==> src/common/serial_mode_controller_params.svh <==
// Constants of the serial operating-mode controller
`ifndef SERIAL_MODE_CONTROLLER_PARAMS_SVH
`define SERIAL_MODE_CONTROLLER_PARAMS_SVH

`define SMC_CLK_HZ 50000000
`define SMC_MS_PER_S 1000
`define SMC_CYC_PER_MS (`SMC_CLK_HZ / `SMC_MS_PER_S)
`define SMC_MS_W 16
`define SMC_GUARD_DEFAULT 16'h03E8
`define SMC_ESC_CHAR_DEFAULT 8'h2B
`define SMC_BURST_MS 16'h03E8
`define SMC_BAUD_DEFAULT 4'h3
`define SMC_ESC_COUNT 2'h3
`define SMC_CHAR_O 8'h4F
`define SMC_CHAR_K 8'h4B
`define SMC_CHAR_E 8'h45
`define SMC_CHAR_R 8'h52
`define SMC_CHAR_CR 8'h0D
`define SMC_STATUS_OK 2'h0
`define SMC_STATUS_NO_ADDR 2'h1
`define SMC_STATUS_NO_ROUTE 2'h2

`endif

==> src/common/serial_mode_controller_pkg.sv <==
// Types of the serial operating-mode controller
package serial_mode_controller_pkg;
    typedef enum logic [2:0] {
        MODE_IDLE, MODE_TX, MODE_RX, MODE_SLEEP, MODE_CMD
    } op_mode_type;
    typedef enum logic [2:0] {
        TXS_IDLE, TXS_ADDR, TXS_ROUTE, TXS_SEND, TXS_WAIT_ACK, TXS_DONE
    } tx_state_type;
    typedef enum logic [1:0] {
        ESC_IDLE, ESC_BURST, ESC_POST
    } esc_state_type;
endpackage : serial_mode_controller_pkg

==> src/hdl/serial_mode_controller.sv <==
// Operating-mode sequencer, escape detector and transmit path of the module
//
// Notes on behaviour
// - Transparent mode forwards every serial byte to radio unless in command.
// - Framed mode reports a status per transmission: success or failure cause.
// - Framed receive data carries the originating node address.
// - Idle whenever not sending or receiving; leave only on defined triggers.
// - Idle goes to transmit once buffered serial data is ready.
// - Idle goes to receive on valid radio data; sleep only as end device.
// - Command mode cannot be entered while SPI is the active port.
// - Before sending, resolve network address and route, discovering either.
// - Drop packet if address or route discovery fails; send once routed.
// - Retransmit when no network acknowledgement returns.
// - Duplicate received packets are passed on, never filtered.
// - Valid radio payload goes into the serial transmit buffer; the code drops it in command mode.
// - In command mode serial characters are commands, not payload.
// - Reply OK and CR after entry, after pending serial output drains.
// - Entering command mode starts the command idle timer.
// - Guard time and escape character are software configurable.
// - Baud select defaults to code 3, meaning 9600 bps.
// - Leave command mode on exit command or command idle timeout.
// - Packetize after packetization timeout of silence; zero means at once.
// - Each executed command answers OK on success, ERROR on failure.
`timescale 1ns/100ps
`include "serial_mode_controller_params.svh"

module serial_mode_controller
    import serial_mode_controller_pkg::*;
(
    // Clock and reset
    input wire logic i_ref_clk,
    input wire logic i_resetn,
    // Configuration
    input wire logic i_api_mode,
    input wire logic i_spi_active,
    input wire logic i_end_device,
    input wire logic i_sleep_req,
    input wire logic [15:0] i_guard_silence_period,
    input wire logic [7:0] i_escape_sequence_char,
    input wire logic [15:0] i_command_idle_timeout,
    input wire logic [15:0] i_packetization_timeout,
    // Serial receive side
    input wire logic i_ser_valid,
    input wire logic [7:0] i_ser_data,
    input wire logic i_ser_out_busy,
    // Command interpreter
    input wire logic i_cmd_done,
    input wire logic i_cmd_ok,
    input wire logic i_exit_command_op,
    // Network side
    input wire logic i_addr_known,
    input wire logic i_route_known,
    input wire logic i_disc_done,
    input wire logic i_disc_found,
    input wire logic i_net_ack,
    input wire logic i_ack_timeout,
    input wire logic i_rf_valid,
    input wire logic [7:0] i_rf_data,
    input wire logic [15:0] i_rf_src_addr,
    // Mode and status
    output logic [2:0] o_mode,
    output logic [3:0] o_baud_rate_select,
    // Forwarded payload and commands
    output logic o_pay_valid,
    output logic [7:0] o_pay_data,
    output logic o_cmd_valid,
    output logic [7:0] o_cmd_data,
    output logic o_packetize,
    // Network requests
    output logic o_addr_disc,
    output logic o_route_disc,
    output logic o_rf_send,
    output logic o_tx_status_valid,
    output logic [1:0] o_tx_status,
    output logic o_drop,
    // Serial transmit buffer
    output logic o_stx_valid,
    output logic [7:0] o_stx_data,
    output logic [15:0] o_stx_src_addr
);

    // ************************************************************
    // Millisecond tick
    // ************************************************************
    logic [15:0] ms_div_q;
    logic ms_tick;
    assign ms_tick = (ms_div_q == 16'(`SMC_CYC_PER_MS - 1));

    always_ff @(posedge i_ref_clk or negedge i_resetn) begin
        if (!i_resetn) begin
            ms_div_q <= 16'h0000;
        end else if (ms_tick) begin
            ms_div_q <= 16'h0000;
        end else begin
            ms_div_q <= ms_div_q + 16'h0001;
        end
    end

    // ************************************************************
    // Escape sequence detector
    // ************************************************************
    op_mode_type mode_q;
    esc_state_type esc_q;
    logic [15:0] quiet_ms_q;
    logic [15:0] esc_ms_q;
    logic [1:0] esc_cnt_q;
    logic esc_hit;
    logic cmd_enter;
    logic guard_met;
    logic is_esc;

    assign is_esc = i_ser_valid && (i_ser_data == i_escape_sequence_char);
    assign guard_met = (quiet_ms_q >= i_guard_silence_period);

    always_ff @(posedge i_ref_clk or negedge i_resetn) begin
        if (!i_resetn) begin
            quiet_ms_q <= 16'h0000;
        end else if (i_ser_valid) begin
            quiet_ms_q <= 16'h0000;
        end else if (ms_tick && quiet_ms_q != 16'hFFFF) begin
            quiet_ms_q <= quiet_ms_q + 16'h0001;
        end
    end

    // Any stray byte restarts detection so it stays ordinary payload
    always_ff @(posedge i_ref_clk or negedge i_resetn) begin
        if (!i_resetn) begin
            esc_q <= ESC_IDLE;
            esc_cnt_q <= 2'h0;
            esc_ms_q <= 16'h0000;
        end else begin
            case (esc_q)
                ESC_IDLE: begin
                    if (is_esc && guard_met && mode_q != MODE_CMD
                        && !i_spi_active && !i_api_mode) begin
                        esc_q <= ESC_BURST;
                        esc_cnt_q <= 2'h1;
                        esc_ms_q <= 16'h0000;
                    end
                end
                ESC_BURST: begin
                    if (ms_tick) begin
                        esc_ms_q <= esc_ms_q + 16'h0001;
                    end
                    if (esc_ms_q >= `SMC_BURST_MS) begin
                        esc_q <= ESC_IDLE;
                    end else if (i_ser_valid && !is_esc) begin
                        esc_q <= ESC_IDLE;
                    end else if (is_esc) begin
                        esc_cnt_q <= esc_cnt_q + 2'h1;
                        if (esc_cnt_q + 2'h1 == `SMC_ESC_COUNT) begin
                            esc_q <= ESC_POST;
                        end
                    end
                end
                ESC_POST: begin
                    if (i_ser_valid || i_spi_active) begin
                        esc_q <= ESC_IDLE;
                    end else if (guard_met) begin
                        esc_q <= ESC_IDLE;
                    end
                end
                default: begin
                    esc_q <= ESC_IDLE;
                end
            endcase
        end
    end

    assign esc_hit = (esc_q == ESC_POST) && !i_ser_valid && guard_met
                     && !i_spi_active;

    // ************************************************************
    // Operating mode sequencer
    // ************************************************************
    logic [15:0] silence_ms_q;
    logic have_data_q;
    logic ready_pkt;
    logic tx_busy;
    logic [15:0] cmd_ms_q;
    logic cmd_timeout;

    // Zero timeout packetizes in the cycle after the character arrived
    assign ready_pkt = have_data_q && ((i_packetization_timeout == 16'h0000)
        || (silence_ms_q >= i_packetization_timeout));
    assign cmd_timeout = (cmd_ms_q >= i_command_idle_timeout);
    assign cmd_enter = esc_hit && (mode_q == MODE_IDLE);

    always_ff @(posedge i_ref_clk or negedge i_resetn) begin
        if (!i_resetn) begin
            mode_q <= MODE_IDLE;
        end else begin
            case (mode_q)
                MODE_IDLE: begin
                    if (cmd_enter) begin
                        mode_q <= MODE_CMD;
                    end else if (ready_pkt) begin
                        mode_q <= MODE_TX;
                    end else if (i_rf_valid) begin
                        mode_q <= MODE_RX;
                    end else if (i_sleep_req && i_end_device) begin
                        mode_q <= MODE_SLEEP;
                    end
                end
                MODE_TX: begin
                    if (!tx_busy) begin
                        mode_q <= MODE_IDLE;
                    end
                end
                MODE_RX: begin
                    if (!i_rf_valid) begin
                        mode_q <= MODE_IDLE;
                    end
                end
                MODE_SLEEP: begin
                    if (!i_sleep_req || !i_end_device) begin
                        mode_q <= MODE_IDLE;
                    end
                end
                MODE_CMD: begin
                    if (i_exit_command_op || cmd_timeout) begin
                        mode_q <= MODE_IDLE;
                    end
                end
                default: begin
                    mode_q <= MODE_IDLE;
                end
            endcase
        end
    end

    assign o_mode = mode_q;
    assign o_baud_rate_select = `SMC_BAUD_DEFAULT;

    // Command idle timer restarts on entry and on every successful command
    always_ff @(posedge i_ref_clk or negedge i_resetn) begin
        if (!i_resetn) begin
            cmd_ms_q <= 16'h0000;
        end else if (cmd_enter || (i_cmd_done && i_cmd_ok)) begin
            cmd_ms_q <= 16'h0000;
        end else if (mode_q == MODE_CMD && ms_tick && !cmd_timeout) begin
            cmd_ms_q <= cmd_ms_q + 16'h0001;
        end
    end

    // ************************************************************
    // Serial byte routing and packetization
    // ************************************************************
    always_ff @(posedge i_ref_clk or negedge i_resetn) begin
        if (!i_resetn) begin
            o_pay_valid <= 1'b0;
            o_pay_data <= 8'h00;
            o_cmd_valid <= 1'b0;
            o_cmd_data <= 8'h00;
        end else begin
            o_pay_valid <= i_ser_valid && mode_q != MODE_CMD;
            o_cmd_valid <= i_ser_valid && mode_q == MODE_CMD;
            if (i_ser_valid) begin
                o_pay_data <= i_ser_data;
                o_cmd_data <= i_ser_data;
            end
        end
    end

    always_ff @(posedge i_ref_clk or negedge i_resetn) begin
        if (!i_resetn) begin
            silence_ms_q <= 16'h0000;
            have_data_q <= 1'b0;
        end else begin
            if (i_ser_valid && mode_q != MODE_CMD) begin
                have_data_q <= 1'b1;
                silence_ms_q <= 16'h0000;
            end else if (mode_q == MODE_IDLE && ready_pkt && !cmd_enter) begin
                have_data_q <= 1'b0;
            end else if (ms_tick && silence_ms_q != 16'hFFFF) begin
                silence_ms_q <= silence_ms_q + 16'h0001;
            end
        end
    end

    assign o_packetize = (mode_q == MODE_IDLE) && ready_pkt && !cmd_enter;

    // ************************************************************
    // Transmit path: address, route, send, acknowledge
    // ************************************************************
    tx_state_type tx_q;
    assign tx_busy = (tx_q != TXS_IDLE);

    always_ff @(posedge i_ref_clk or negedge i_resetn) begin
        if (!i_resetn) begin
            tx_q <= TXS_IDLE;
            o_tx_status <= `SMC_STATUS_OK;
            o_tx_status_valid <= 1'b0;
            o_drop <= 1'b0;
        end else begin
            o_tx_status_valid <= 1'b0;
            o_drop <= 1'b0;
            case (tx_q)
                TXS_IDLE: begin
                    if (o_packetize) begin
                        tx_q <= TXS_ADDR;
                    end
                end
                TXS_ADDR: begin
                    if (i_addr_known || (i_disc_done && i_disc_found)) begin
                        tx_q <= TXS_ROUTE;
                    end else if (i_disc_done && !i_disc_found) begin
                        o_drop <= 1'b1;
                        o_tx_status <= `SMC_STATUS_NO_ADDR;
                        o_tx_status_valid <= i_api_mode;
                        tx_q <= TXS_IDLE;
                    end
                end
                TXS_ROUTE: begin
                    if (i_route_known || (i_disc_done && i_disc_found)) begin
                        tx_q <= TXS_SEND;
                    end else if (i_disc_done && !i_disc_found) begin
                        o_drop <= 1'b1;
                        o_tx_status <= `SMC_STATUS_NO_ROUTE;
                        o_tx_status_valid <= i_api_mode;
                        tx_q <= TXS_IDLE;
                    end
                end
                TXS_SEND: begin
                    tx_q <= TXS_WAIT_ACK;
                end
                TXS_WAIT_ACK: begin
                    if (i_net_ack) begin
                        o_tx_status <= `SMC_STATUS_OK;
                        o_tx_status_valid <= i_api_mode;
                        tx_q <= TXS_IDLE;
                    end else if (i_ack_timeout) begin
                        tx_q <= TXS_SEND;
                    end
                end
                default: begin
                    tx_q <= TXS_IDLE;
                end
            endcase
        end
    end

    assign o_addr_disc = (tx_q == TXS_ADDR) && !i_addr_known;
    assign o_route_disc = (tx_q == TXS_ROUTE) && !i_route_known;
    assign o_rf_send = (tx_q == TXS_SEND);

    // ************************************************************
    // Receive path and command replies
    // ************************************************************
    logic [2:0] rep_idx_q;
    logic rep_ok_q;
    logic rep_pend_q;
    logic [7:0] rep_char;

    always_comb begin
        rep_char = `SMC_CHAR_CR;
        case ({rep_ok_q, rep_idx_q})
            4'h8: rep_char = `SMC_CHAR_O;
            4'h9: rep_char = `SMC_CHAR_K;
            4'h0: rep_char = `SMC_CHAR_E;
            4'h1: rep_char = `SMC_CHAR_R;
            4'h2: rep_char = `SMC_CHAR_R;
            4'h3: rep_char = `SMC_CHAR_O;
            4'h4: rep_char = `SMC_CHAR_R;
            default: rep_char = `SMC_CHAR_CR;
        endcase
    end

    // Reply waits for pending serial output; radio bytes pass duplicates
    always_ff @(posedge i_ref_clk or negedge i_resetn) begin
        if (!i_resetn) begin
            rep_pend_q <= 1'b0;
            rep_ok_q <= 1'b1;
            rep_idx_q <= 3'h0;
            o_stx_valid <= 1'b0;
            o_stx_data <= 8'h00;
            o_stx_src_addr <= 16'h0000;
        end else begin
            o_stx_valid <= 1'b0;
            if (cmd_enter || (i_cmd_done && mode_q == MODE_CMD)) begin
                rep_pend_q <= 1'b1;
                rep_ok_q <= cmd_enter || i_cmd_ok;
                rep_idx_q <= 3'h0;
            end else if (rep_pend_q && !i_ser_out_busy && !i_rf_valid) begin
                o_stx_valid <= 1'b1;
                o_stx_data <= rep_char;
                rep_idx_q <= rep_idx_q + 3'h1;
                if (rep_char == `SMC_CHAR_CR) begin
                    rep_pend_q <= 1'b0;
                end
            end else if (i_rf_valid && mode_q != MODE_CMD) begin
                o_stx_valid <= 1'b1;
                o_stx_data <= i_rf_data;
                o_stx_src_addr <= i_rf_src_addr;
            end
        end
    end

endmodule : serial_mode_controller

==> config.mk <==
export PLATFORM = sky130hd
export DESIGN_NAME = serial_mode_controller
export DESIGN_NICKNAME = d
export VERILOG_FILES = /design/src/common/serial_mode_controller_pkg.sv /design/src/hdl/serial_mode_controller.sv
export VERILOG_INCLUDE_DIRS = /design/src /design/src/common
export SDC_FILE = /design/constraint.sdc
export NUM_CORES = 1
export LEC_CHECK = 0
export ABC_AREA = 1
export BUFFER_PORTS_ARGS = -buffer_cell sky130_fd_sc_hd__buf_4
export CORE_ASPECT_RATIO = 0.9
export CORE_MARGIN = 3
export CORE_UTILIZATION = 30
export DETAILED_ROUTE_END_ITERATION = 6
export PLACE_DENSITY = 0.51
export SLEW_MARGIN = 20
export SYNTH_ARGS = -nofsm -noshare
export SYNTH_HDL_FRONTEND = slang
export SYNTH_SLANG_ARGS = --single-unit
==> constraint.sdc <==
create_clock -name i_ref_clk -period 2 [get_ports i_ref_clk]
set_clock_uncertainty 0.05 [all_clocks]
set_input_delay 0.3 -clock i_ref_clk [delete_from_list [all_inputs] [get_ports i_ref_clk]]
set_output_delay 0.3 -clock i_ref_clk [all_outputs]
set_load 0.03 [all_outputs]
[After elaboration in Yosys (flattened, before gate mapping)]
Cells that the tools add are included.
Word-level totals
  output and inout port bits: 58
  input port bits: 106
  flip-flop bits (word level): 135
Cells by class
  $add $sub $neg: 7
  magnitude comparators: 4
  multiplexer cells: 67
  reduce and logical (&&, ||, !) cells: 78
  equal/unequal tests: 44
  bitwise gates (word level): 2
Operator list (number)
  two-way mux 16 bit: 10
  adder 16 x 1 -> 16 bit (second input constant): 5
  >= comparator 16 bit: 3
  two-way mux 3 bit: 16
  != test 16 bit (second input constant): 2
  one-hot mux 16 bit (2 select lines): 1
  two-way mux 2 bit: 15
  != test 2 bit (second input constant): 15
  one-hot mux 3 bit (5 select lines): 2
  logical AND 1 bit: 29
  one-hot mux 7 bit (4 select lines): 1
  == test 16 bit (second input constant): 1
  >= comparator 16 x 10 -> 1 bit (second input constant): 1
  zero test 16 bit: 1
  two-way mux 8 bit: 2
  nonzero test 2 bit: 8
  two-way mux 1 bit: 15
  zero test 1 bit: 13
  == test 3 x 2 -> 1 bit (second input constant): 4
  one-hot mux 2 bit (3 select lines): 2
  AND reduction 5 bit: 2
  logical OR 1 bit: 9
  != test 3 bit (second input constant): 3
  == test 4 x 2 -> 1 bit (second input constant): 2
  28 further kinds: 40

[Longest topological paths before layout]
Gate-level depths: netlist (run 1).
  depth after elaboration: 9
  gate-level depth with buffers: 18
  depth with buffers taken out: 18

[Worst setup path before layout (run 1)]
OpenSTA, ideal clock, no wires.
  path type: reg2out
  start point: register silence_ms_q[9]
  end point: output o_packetize
  stages on the path, launching flop included: 12
  data arrival time: 1.719 ns
  path buffers: 0
  setup slack: -0.069 ns
  data required time: 1.650 ns
  cell sequence: dfrtp_1 > ha_1 > nand2_1 > inv_1 > o21ai_0 > a21oi_1 > nor2_1 > nand2_1 > nand2_1 > inv_1 > nand2_1 > inv_1
Between the ends
  longest elaborated chain between the ends: 5
RTL lines
  start, declared: line serial_mode_controller.sv:176  | logic [15:0] silence_ms_q;
  start signal, assigned: line serial_mode_controller.sv:276  | silence_ms_q <= silence_ms_q + 16'h0001;
  >= comparator 16 bit: line serial_mode_controller.sv:185  | || (silence_ms_q >= i_packetization_timeout));
  logical OR 1 bit: line serial_mode_controller.sv:185
  logical AND 1 bit: line serial_mode_controller.sv:184  | assign ready_pkt = have_data_q && ((i_packetization_timeout == 16'h0000)
  logical AND 1 bit (2 in a row): line serial_mode_controller.sv:281  | assign o_packetize = (mode_q == MODE_IDLE) && ready_pkt && !cmd_enter;
  end, declared: line serial_mode_controller.sv:68  | output logic o_packetize,
Every way passes these cells.

[Worst setup path in the final report (run 1)]
  start point: register quiet_ms_q[9]
  end point: output o_packetize
Between the ends
  longest elaborated chain between the ends: 6
RTL lines
  start, declared: line serial_mode_controller.sv:104  | logic [15:0] quiet_ms_q;
  start signal, assigned: line serial_mode_controller.sv:121  | quiet_ms_q <= quiet_ms_q + 16'h0001;
  >= comparator 16 bit: line serial_mode_controller.sv:113  | assign guard_met = (quiet_ms_q >= i_guard_silence_period);
  logical AND 1 bit: line serial_mode_controller.sv:170  | assign esc_hit = (esc_q == ESC_POST) && !i_ser_valid && guard_met
  logical AND 1 bit: line serial_mode_controller.sv:171  | && !i_spi_active;
  logical AND 1 bit: line serial_mode_controller.sv:187  | assign cmd_enter = esc_hit && (mode_q == MODE_IDLE);
  zero test 1 bit: line serial_mode_controller.sv:281
  logical AND 1 bit: line serial_mode_controller.sv:281
Every way passes these cells.

==> results of run 1 <==
## timing repair
item                                    CTS  global route
hold buffers                              1             0
gates cloned                              5             2
setup buffers                            14            15
gates resized for setup                  87           120
pin swaps                                13            25
endpoints found under the setup margin   86           107
endpoints found under the hold margin    29             0
## layout by cell type (no fill, tap or decap), drive strengths merged, types with 2 or more instances in the layout
| cell | instances |
|---|---|
| nand4 | 29 |
| nor3b | 3 |
| o21ai | 49 |
| nand3b | 11 |
| nand3 | 131 |
| conb | 4 |
| clkinv | 8 |
| xnor2 | 8 |
| dfrtp | 134 |
| o211ai | 2 |
| a31oi | 2 |
| nor2 | 120 |
| buf | 303 |
| bufbuf | 2 |
| o31ai | 2 |
| ha | 59 |
| clkinvlp | 4 |
| xor2 | 28 |
| o22ai | 2 |
| clkbuf | 20 |
| nor3 | 28 |
| o21a | 7 |
| inv | 177 |
| nand2 | 319 |
| o21bai | 3 |
| a21oi | 54 |
| nor4 | 6 |
| or2 | 3 |
## power groups by stage
stage | Sequential (mW) | Combinational (mW) | Clock (mW)
after global routing | 3.05 | 2.06 | 3.31
final | 3.03 | 1.86 | 3.10
after floorplan | 3.29 | 0.699 | 0
after CTS | 3.03 | 1.80 | 3.18
after detailed placement | 3.07 | 1.66 | 0
after global placement | 3.07 | 1.64 | 0
## logic make-up (layout without fill, tap and decap cells)
family	after synthesis	after routing	synth area share, %
XOR/XNOR	36	36	3.56
other	2	4	0.0848
adder cells (fa/ha/maj)	59	59	8.34
AND/OR/NAND/NOR	651	651	32.2
AO/OA/AOI/OAI	122	123	7.63
buffers and inverters	208	516	9.99
flip-flops	135	135	38.2
## state kept, by name (all words and copies together) (netlist names), 8 cells and up
signal / count
cmd_ms_q: 16
esc_ms_q: 16
ms_div_q: 16
o_stx_src_addr: 16
quiet_ms_q: 16
silence_ms_q: 16
o_cmd_data: 8
o_stx_data: 8
## area by class of cell
| class | count | area share (%) |
|---|---|---|
| multi-input combinational | 873 | 40.5 |
| sequential | 135 | 25.9 |
| timing repair buffer | 308 | 19.9 |
| inverter | 175 | 5.29 |
| tap | 396 | 3.79 |
| clock buffer | 18 | 3.36 |
| clock inverter | 14 | 1.08 |
| timing repair inverter | 1 | 0.124 |
## path summary, 6_finish.rpt
kind                                     from                  to  slack, ps
max                             quiet_ms_q[9]         o_packetize       -520
min                             i_ser_data[2]       o_cmd_data[2]         40
max reg2reg                     quiet_ms_q[9]    silence_ms_q[13]       -410
min reg2reg                o_stx_src_addr[11]  o_stx_src_addr[11]        420
max in group asynchronous            i_resetn        esc_ms_q[11]        940
min in group asynchronous            i_resetn     silence_ms_q[7]        300
## metal layers
| metal | track usage [%] | up-vias |
|---|---|---|
| met4 | 3.84 | 0 |
| met1 | 22.1 | 4010 |
| met2 | 26.1 | 148 |
| met3 | 2.67 | 15 |
| li1 | - | 4523 |
| met5 | 0 | - |
## through the flow
step           TNS (ps)  hold slack, ps  std cells
2_1_floorplan         0           -45.6       1215
3_3_place_gp     -12260             170       1857
3_5_place_dp     -14810             172       1857
4_1_cts          -17610            14.5       1907
5_1_grt          -24530            18.2       1920
6_report         -12730            35.9       1920
## critical path, stage by stage (launching register included)
cell and delay (ps):
dfrtp_1 440, ha_4 250, a21oi_2 120, o21ai_0 80, a21oi_1 210, nand2_2 100, buf_6 130, a21oi_4 160
nand2_2 80, inv_2 50, buf_6 120
==> results.ini, run 1 <==
[placement]
io_buffer_count = 159
preCtsSetupSlack_ps = -298
placed_area_um2 = 11300
globalplace.congestion = 0.865
dp_hpwl_um = 19100

[layout]
finalInstanceArea_um2 = 13100
diodes = 0
seqCellArea_um2 = 3380
multi_input_area_um2 = 5300
layout.nets = 1676
area_delta_synth_final_pct = 47.6
fillers = 2913
final_core_util_pct = 45.0
drive_above_1_share_pct = 31.7

[power]
p_comb_share_pct = 23.3
fin_total_pwr_mw = 7.99
p_clk_share_pct = 38.8
power.switching_mw = 2.52
max-vdd-ir-drop_mv = 0.515
internal_power_mw = 5.47
p_seq_share_pct = 37.9
p_per_area_nw_per_um2 = 611
sw_frac_of_total_pct = 31.6
power_leakage_nw = 6.69

[min_path]
worst_hold_path.num_cells = 3
worstHoldPathType = primary input to flip-flop

[clock_tree]
path_clk_slew_ps = 70
cts_root_buf = clkbuf_16
clock_sinks = 135
cts_max_level = 4
clock_latency_ps = 420
cts_buffers = 17
cts_tree = built
clock_path_buffers = 2

[synthesis]
synth-seq-cells = 135
synthTopCellsByArea = dfrtp_1 (38%), nand2_1 (13%), ha_1 (8.3%)
synth-edff-count = 0
ys_seq_area_share_pct = 38.2
synthArstFlopShare_pct = 100
syn-instance-count = 1213
syn_area_per_cell_um2 = 7.30
synth_top_area_share_pct = 37.9
synth_flop_cell = dfrtp_1
synth.distinct_cells = 45
yosys_warnings = 0
synth_top_area_cell = dfrtp_1
synth_commonest_cells = nand2_1 (316), inv_1 (166), dfrtp_1 (134)
syn_area_um2 = 8850
yosysMostFrequentCell = nand2_1

[drt]
vias = 8696
first_pass_iters = 5
wire_per_inst_um = 13.4
wl_met2_um = 11900
routed_wl_um = 25800
drt_iter0_markers = 467
wl_met3_um = 853
drc = 0
top_layer_used = met4
wl_met1_um = 12800
viasPerCell = 4.53
ant_nets = 0

[timing]
setup_viol = 86
tightest_slew_ps = 500
rsz0062_at_grt = true
report.final.slew_viol_count = 0
post-route-period-util_pct = 126
max_slew_margin_pct = 66.4
finalCriticalPeriod_ps = 2520
fmax_mhz = 396
hold_viol_final = 0
layout_setup_ws_ps = -525

[grt]
grt_pass1_wl_um = 41700
grt_usage_pct = 15.9
grt.overflow.total = 0
grt_pass1_vias = 8444
grt_max_degree = 62
antenna_found_initial = 0

[floorplan]
die_y_um = 169
fp.dieW_um = 187
std_cell_rows = 59
die-area_um2 = 31600
start_util_pct = 30.5
num_io_pins = 164
core_area_um2 = 29000

[critical_path]
cp_max_fo = 2
endpoint_kind = output port
reg2reg_depth = 15
cp.arrival_ps = 2170
path_class = flip-flop to output port
cp.required_ps = 1650
cp-start-kind = flip-flop

[flow_run]
drv_cap = 0

[status]
status = complete, but fails checks
failed_checks = setup timing

Power figures use the tool's default switching activity.
==> inputs of run 2 (changes only) <==
Settings changed: PLACE_DENSITY 0.51 to 0.49.
Clock period 2 ns to 3 ns, I/O delays scaled along.
==> run 2 against run 1 <==
The flow now finishes without violations. Utilization shrank 7.1 points. Final cell count shrank 7.0%. Cell area shrank 16%. Largest cell class unchanged.
==> results.ini, run 2 (synthesis gave the netlist of run 1 again) <==
[status]
status = complete, no violations

[power]
p_per_area_nw_per_um2 = 453  ; -26%
power.switching_mw = 1.58  ; -37%
p_seq_share_pct = 40.5  ; +2.6 points
p_comb_share_pct = 20.4  ; -2.9 points
internal_power_mw = 3.41  ; -38%
power_leakage_nw = 5.73  ; -14%
p_clk_share_pct = 39.1  ; +0.3 points
sw_frac_of_total_pct = 31.7  ; +0.16 points
max-vdd-ir-drop_mv = 0.381  ; -26%

[layout]
fillers = 3091  ; +6.1%
seqCellArea_um2 = 3380  ; about the same
area_delta_synth_final_pct = 24.5
layout_commonest_cell = nand2_1
final_core_util_pct = 38.0  ; -7.1 points
diodes = 0  ; unchanged
layout.nets = 1541  ; -8.1%
drive_above_1_share_pct = 17.1  ; -15 points
multi_input_area_um2 = 4610  ; -13%
layout_common_cells = nand2_1 (315), buf_4 (173), inv_1 (165)
finalInstanceArea_um2 = 11000  ; -16%

[grt]
grt_max_degree = 68  ; +9.7%
grt.overflow.total = 0  ; unchanged
grt_pass1_vias = 7732  ; -8.4%
grt_usage_pct = 15.4  ; -0.55 points
grt_pass1_wl_um = 39700  ; -4.6%
antenna_found_initial = 0  ; unchanged

[timing]
max_slew_margin_pct = 54.2  ; -12 points
post-route-period-util_pct = 93.1
tightest_slew_ps = 687  ; +186 ps
setup_tns_ps = 0  ; +12730 ps
finalCriticalPeriod_ps = 2790
report.final.slew_viol_count = 0  ; unchanged
hold_viol_final = 0  ; unchanged
fmax_mhz = 358
rsz0062_at_grt = false
setup_viol = 0  ; -100%

[clock_tree]
holdBufCountCts = 0  ; -1
clock_sinks = 135  ; unchanged
cts_root_buf = clkbuf_16
clock_latency_ps = 430  ; about the same
cts_tree = built
cts_buffers = 17  ; unchanged
cts_max_level = 4  ; unchanged
clock_path_buffers = 2  ; unchanged
path_clk_slew_ps = 60  ; about the same

[critical_path]
crit_path_frequent_cell = nand2_1
cp_max_fo = 5  ; +3
max_stage_delay_ps = 440  ; about the same
endpoint_kind = output port
path_class = flip-flop to output port
crit_start = silence_ms_q[15]
worstPathCellList = ha_1 > a21oi_1 > o21a_1 > nand2_1 > nor2_1 > nand2_1 > nand2_2 > inv_1 > nand2_1 > inv_1 > buf_4
timing.rr.start = quiet_ms_q[3]
cp.required_ps = 2500  ; +850 ps
cp.arrival_ps = 2290  ; +120 ps
cp_slowest_cell = dfrtp_2
cp-start-kind = flip-flop

[drt]
wl_met2_um = 10600  ; -11%
viasPerCell = 4.51  ; -0.49%
drt_iter0_markers = 428  ; -8.4%
vias = 8045  ; -7.5%
wl_met3_um = 1010  ; +18%
first_pass_iters = 5  ; unchanged
top_layer_used = met4
routed_wl_um = 23900  ; -7.3%
wire_per_inst_um = 13.4  ; -0.28%
wl_met1_um = 12000  ; -5.9%
ant_nets = 0  ; unchanged
drc = 0  ; unchanged

[placement]
dp_hpwl_um = 18300  ; -4.3%
io_buffer_count = 159  ; unchanged
placed_area_um2 = 10500  ; -7.7%
globalplace.congestion = 0.870  ; +0.68%

[floorplan]
num_io_pins = 164  ; unchanged
start_util_pct = 30.5  ; unchanged
die-area_um2 = 31600  ; unchanged
fp.dieW_um = 187  ; unchanged
core_area_um2 = 29000  ; unchanged
die_y_um = 169  ; unchanged
std_cell_rows = 59  ; unchanged

[flow_run]
drv_cap = 0  ; unchanged

[min_path]
worstHoldPathType = primary input to async pin

run 2: power groups by stage:
stage          Clock [mW]  Sequential (mW)  Combinational (mW)
2_1_floorplan           0             2.20               0.464
3_3_place_gp            0             2.06                1.02
3_5_place_dp            0             2.06                1.03
4_1_cts              2.01             2.03                1.03
5_1_grt              2.08             2.04                1.14
6_report             1.95             2.02                1.02
run 2: routing by layer:
layer / vias up / global-route usage, %
li1: 4229 / -
met1: 3655 / 21.8
met2: 144 / 24.0
met3: 17 / 3.54
met4: 0 / 3.38
met5: - / 0
run 2: layout make-up:
cell class	count	share of cell area [%]
timing repair buffer	175	12.1
sequential	135	30.7
inverter	175	6.01
clock buffer	19	4.02
tap	396	4.50
clock inverter	13	0.886
multi-input combinational	872	41.8
run 2: path summary, 6_finish.rpt:
check                                    end  slack (ps)  cells after the start
min in group i_ref_clk         o_cmd_data[7]         180                      3
max in group asynchronous           rep_ok_q        2120                      2
setup / recovery                 o_packetize         210                     11
hold reg to reg            o_stx_src_addr[3]         420                      2
hold / removal                  cmd_ms_q[12]           7                      1
setup reg to reg             silence_ms_q[0]         550                     12
run 2: through the flow:
step	instances	power, mW	hold slack (ps)	worst slack (ps)
2_1_floorplan	1215	2.66	104	719
3_3_place_gp	1752	3.08	396	439
3_5_place_dp	1752	3.08	406	381
4_1_cts	1784	5.06	21.7	50.4
5_1_grt	1785	5.27	48.6	5.46
6_report	1785	4.99	7.05	206
run 2: critical path: cells and delay by family (launching register included):
kind / cells / cell delay [ps]
compound gates: 2 / 310
fa+ha+maj: 1 / 320
buf+inv: 3 / 290
flops: 1 / 440
simple gates: 5 / 510
run 2: repair_timing:
action,4_1_cts,5_1_grt
gates resized for setup,0,6
setup endpoints to repair,0,1
setup buffers,0,1
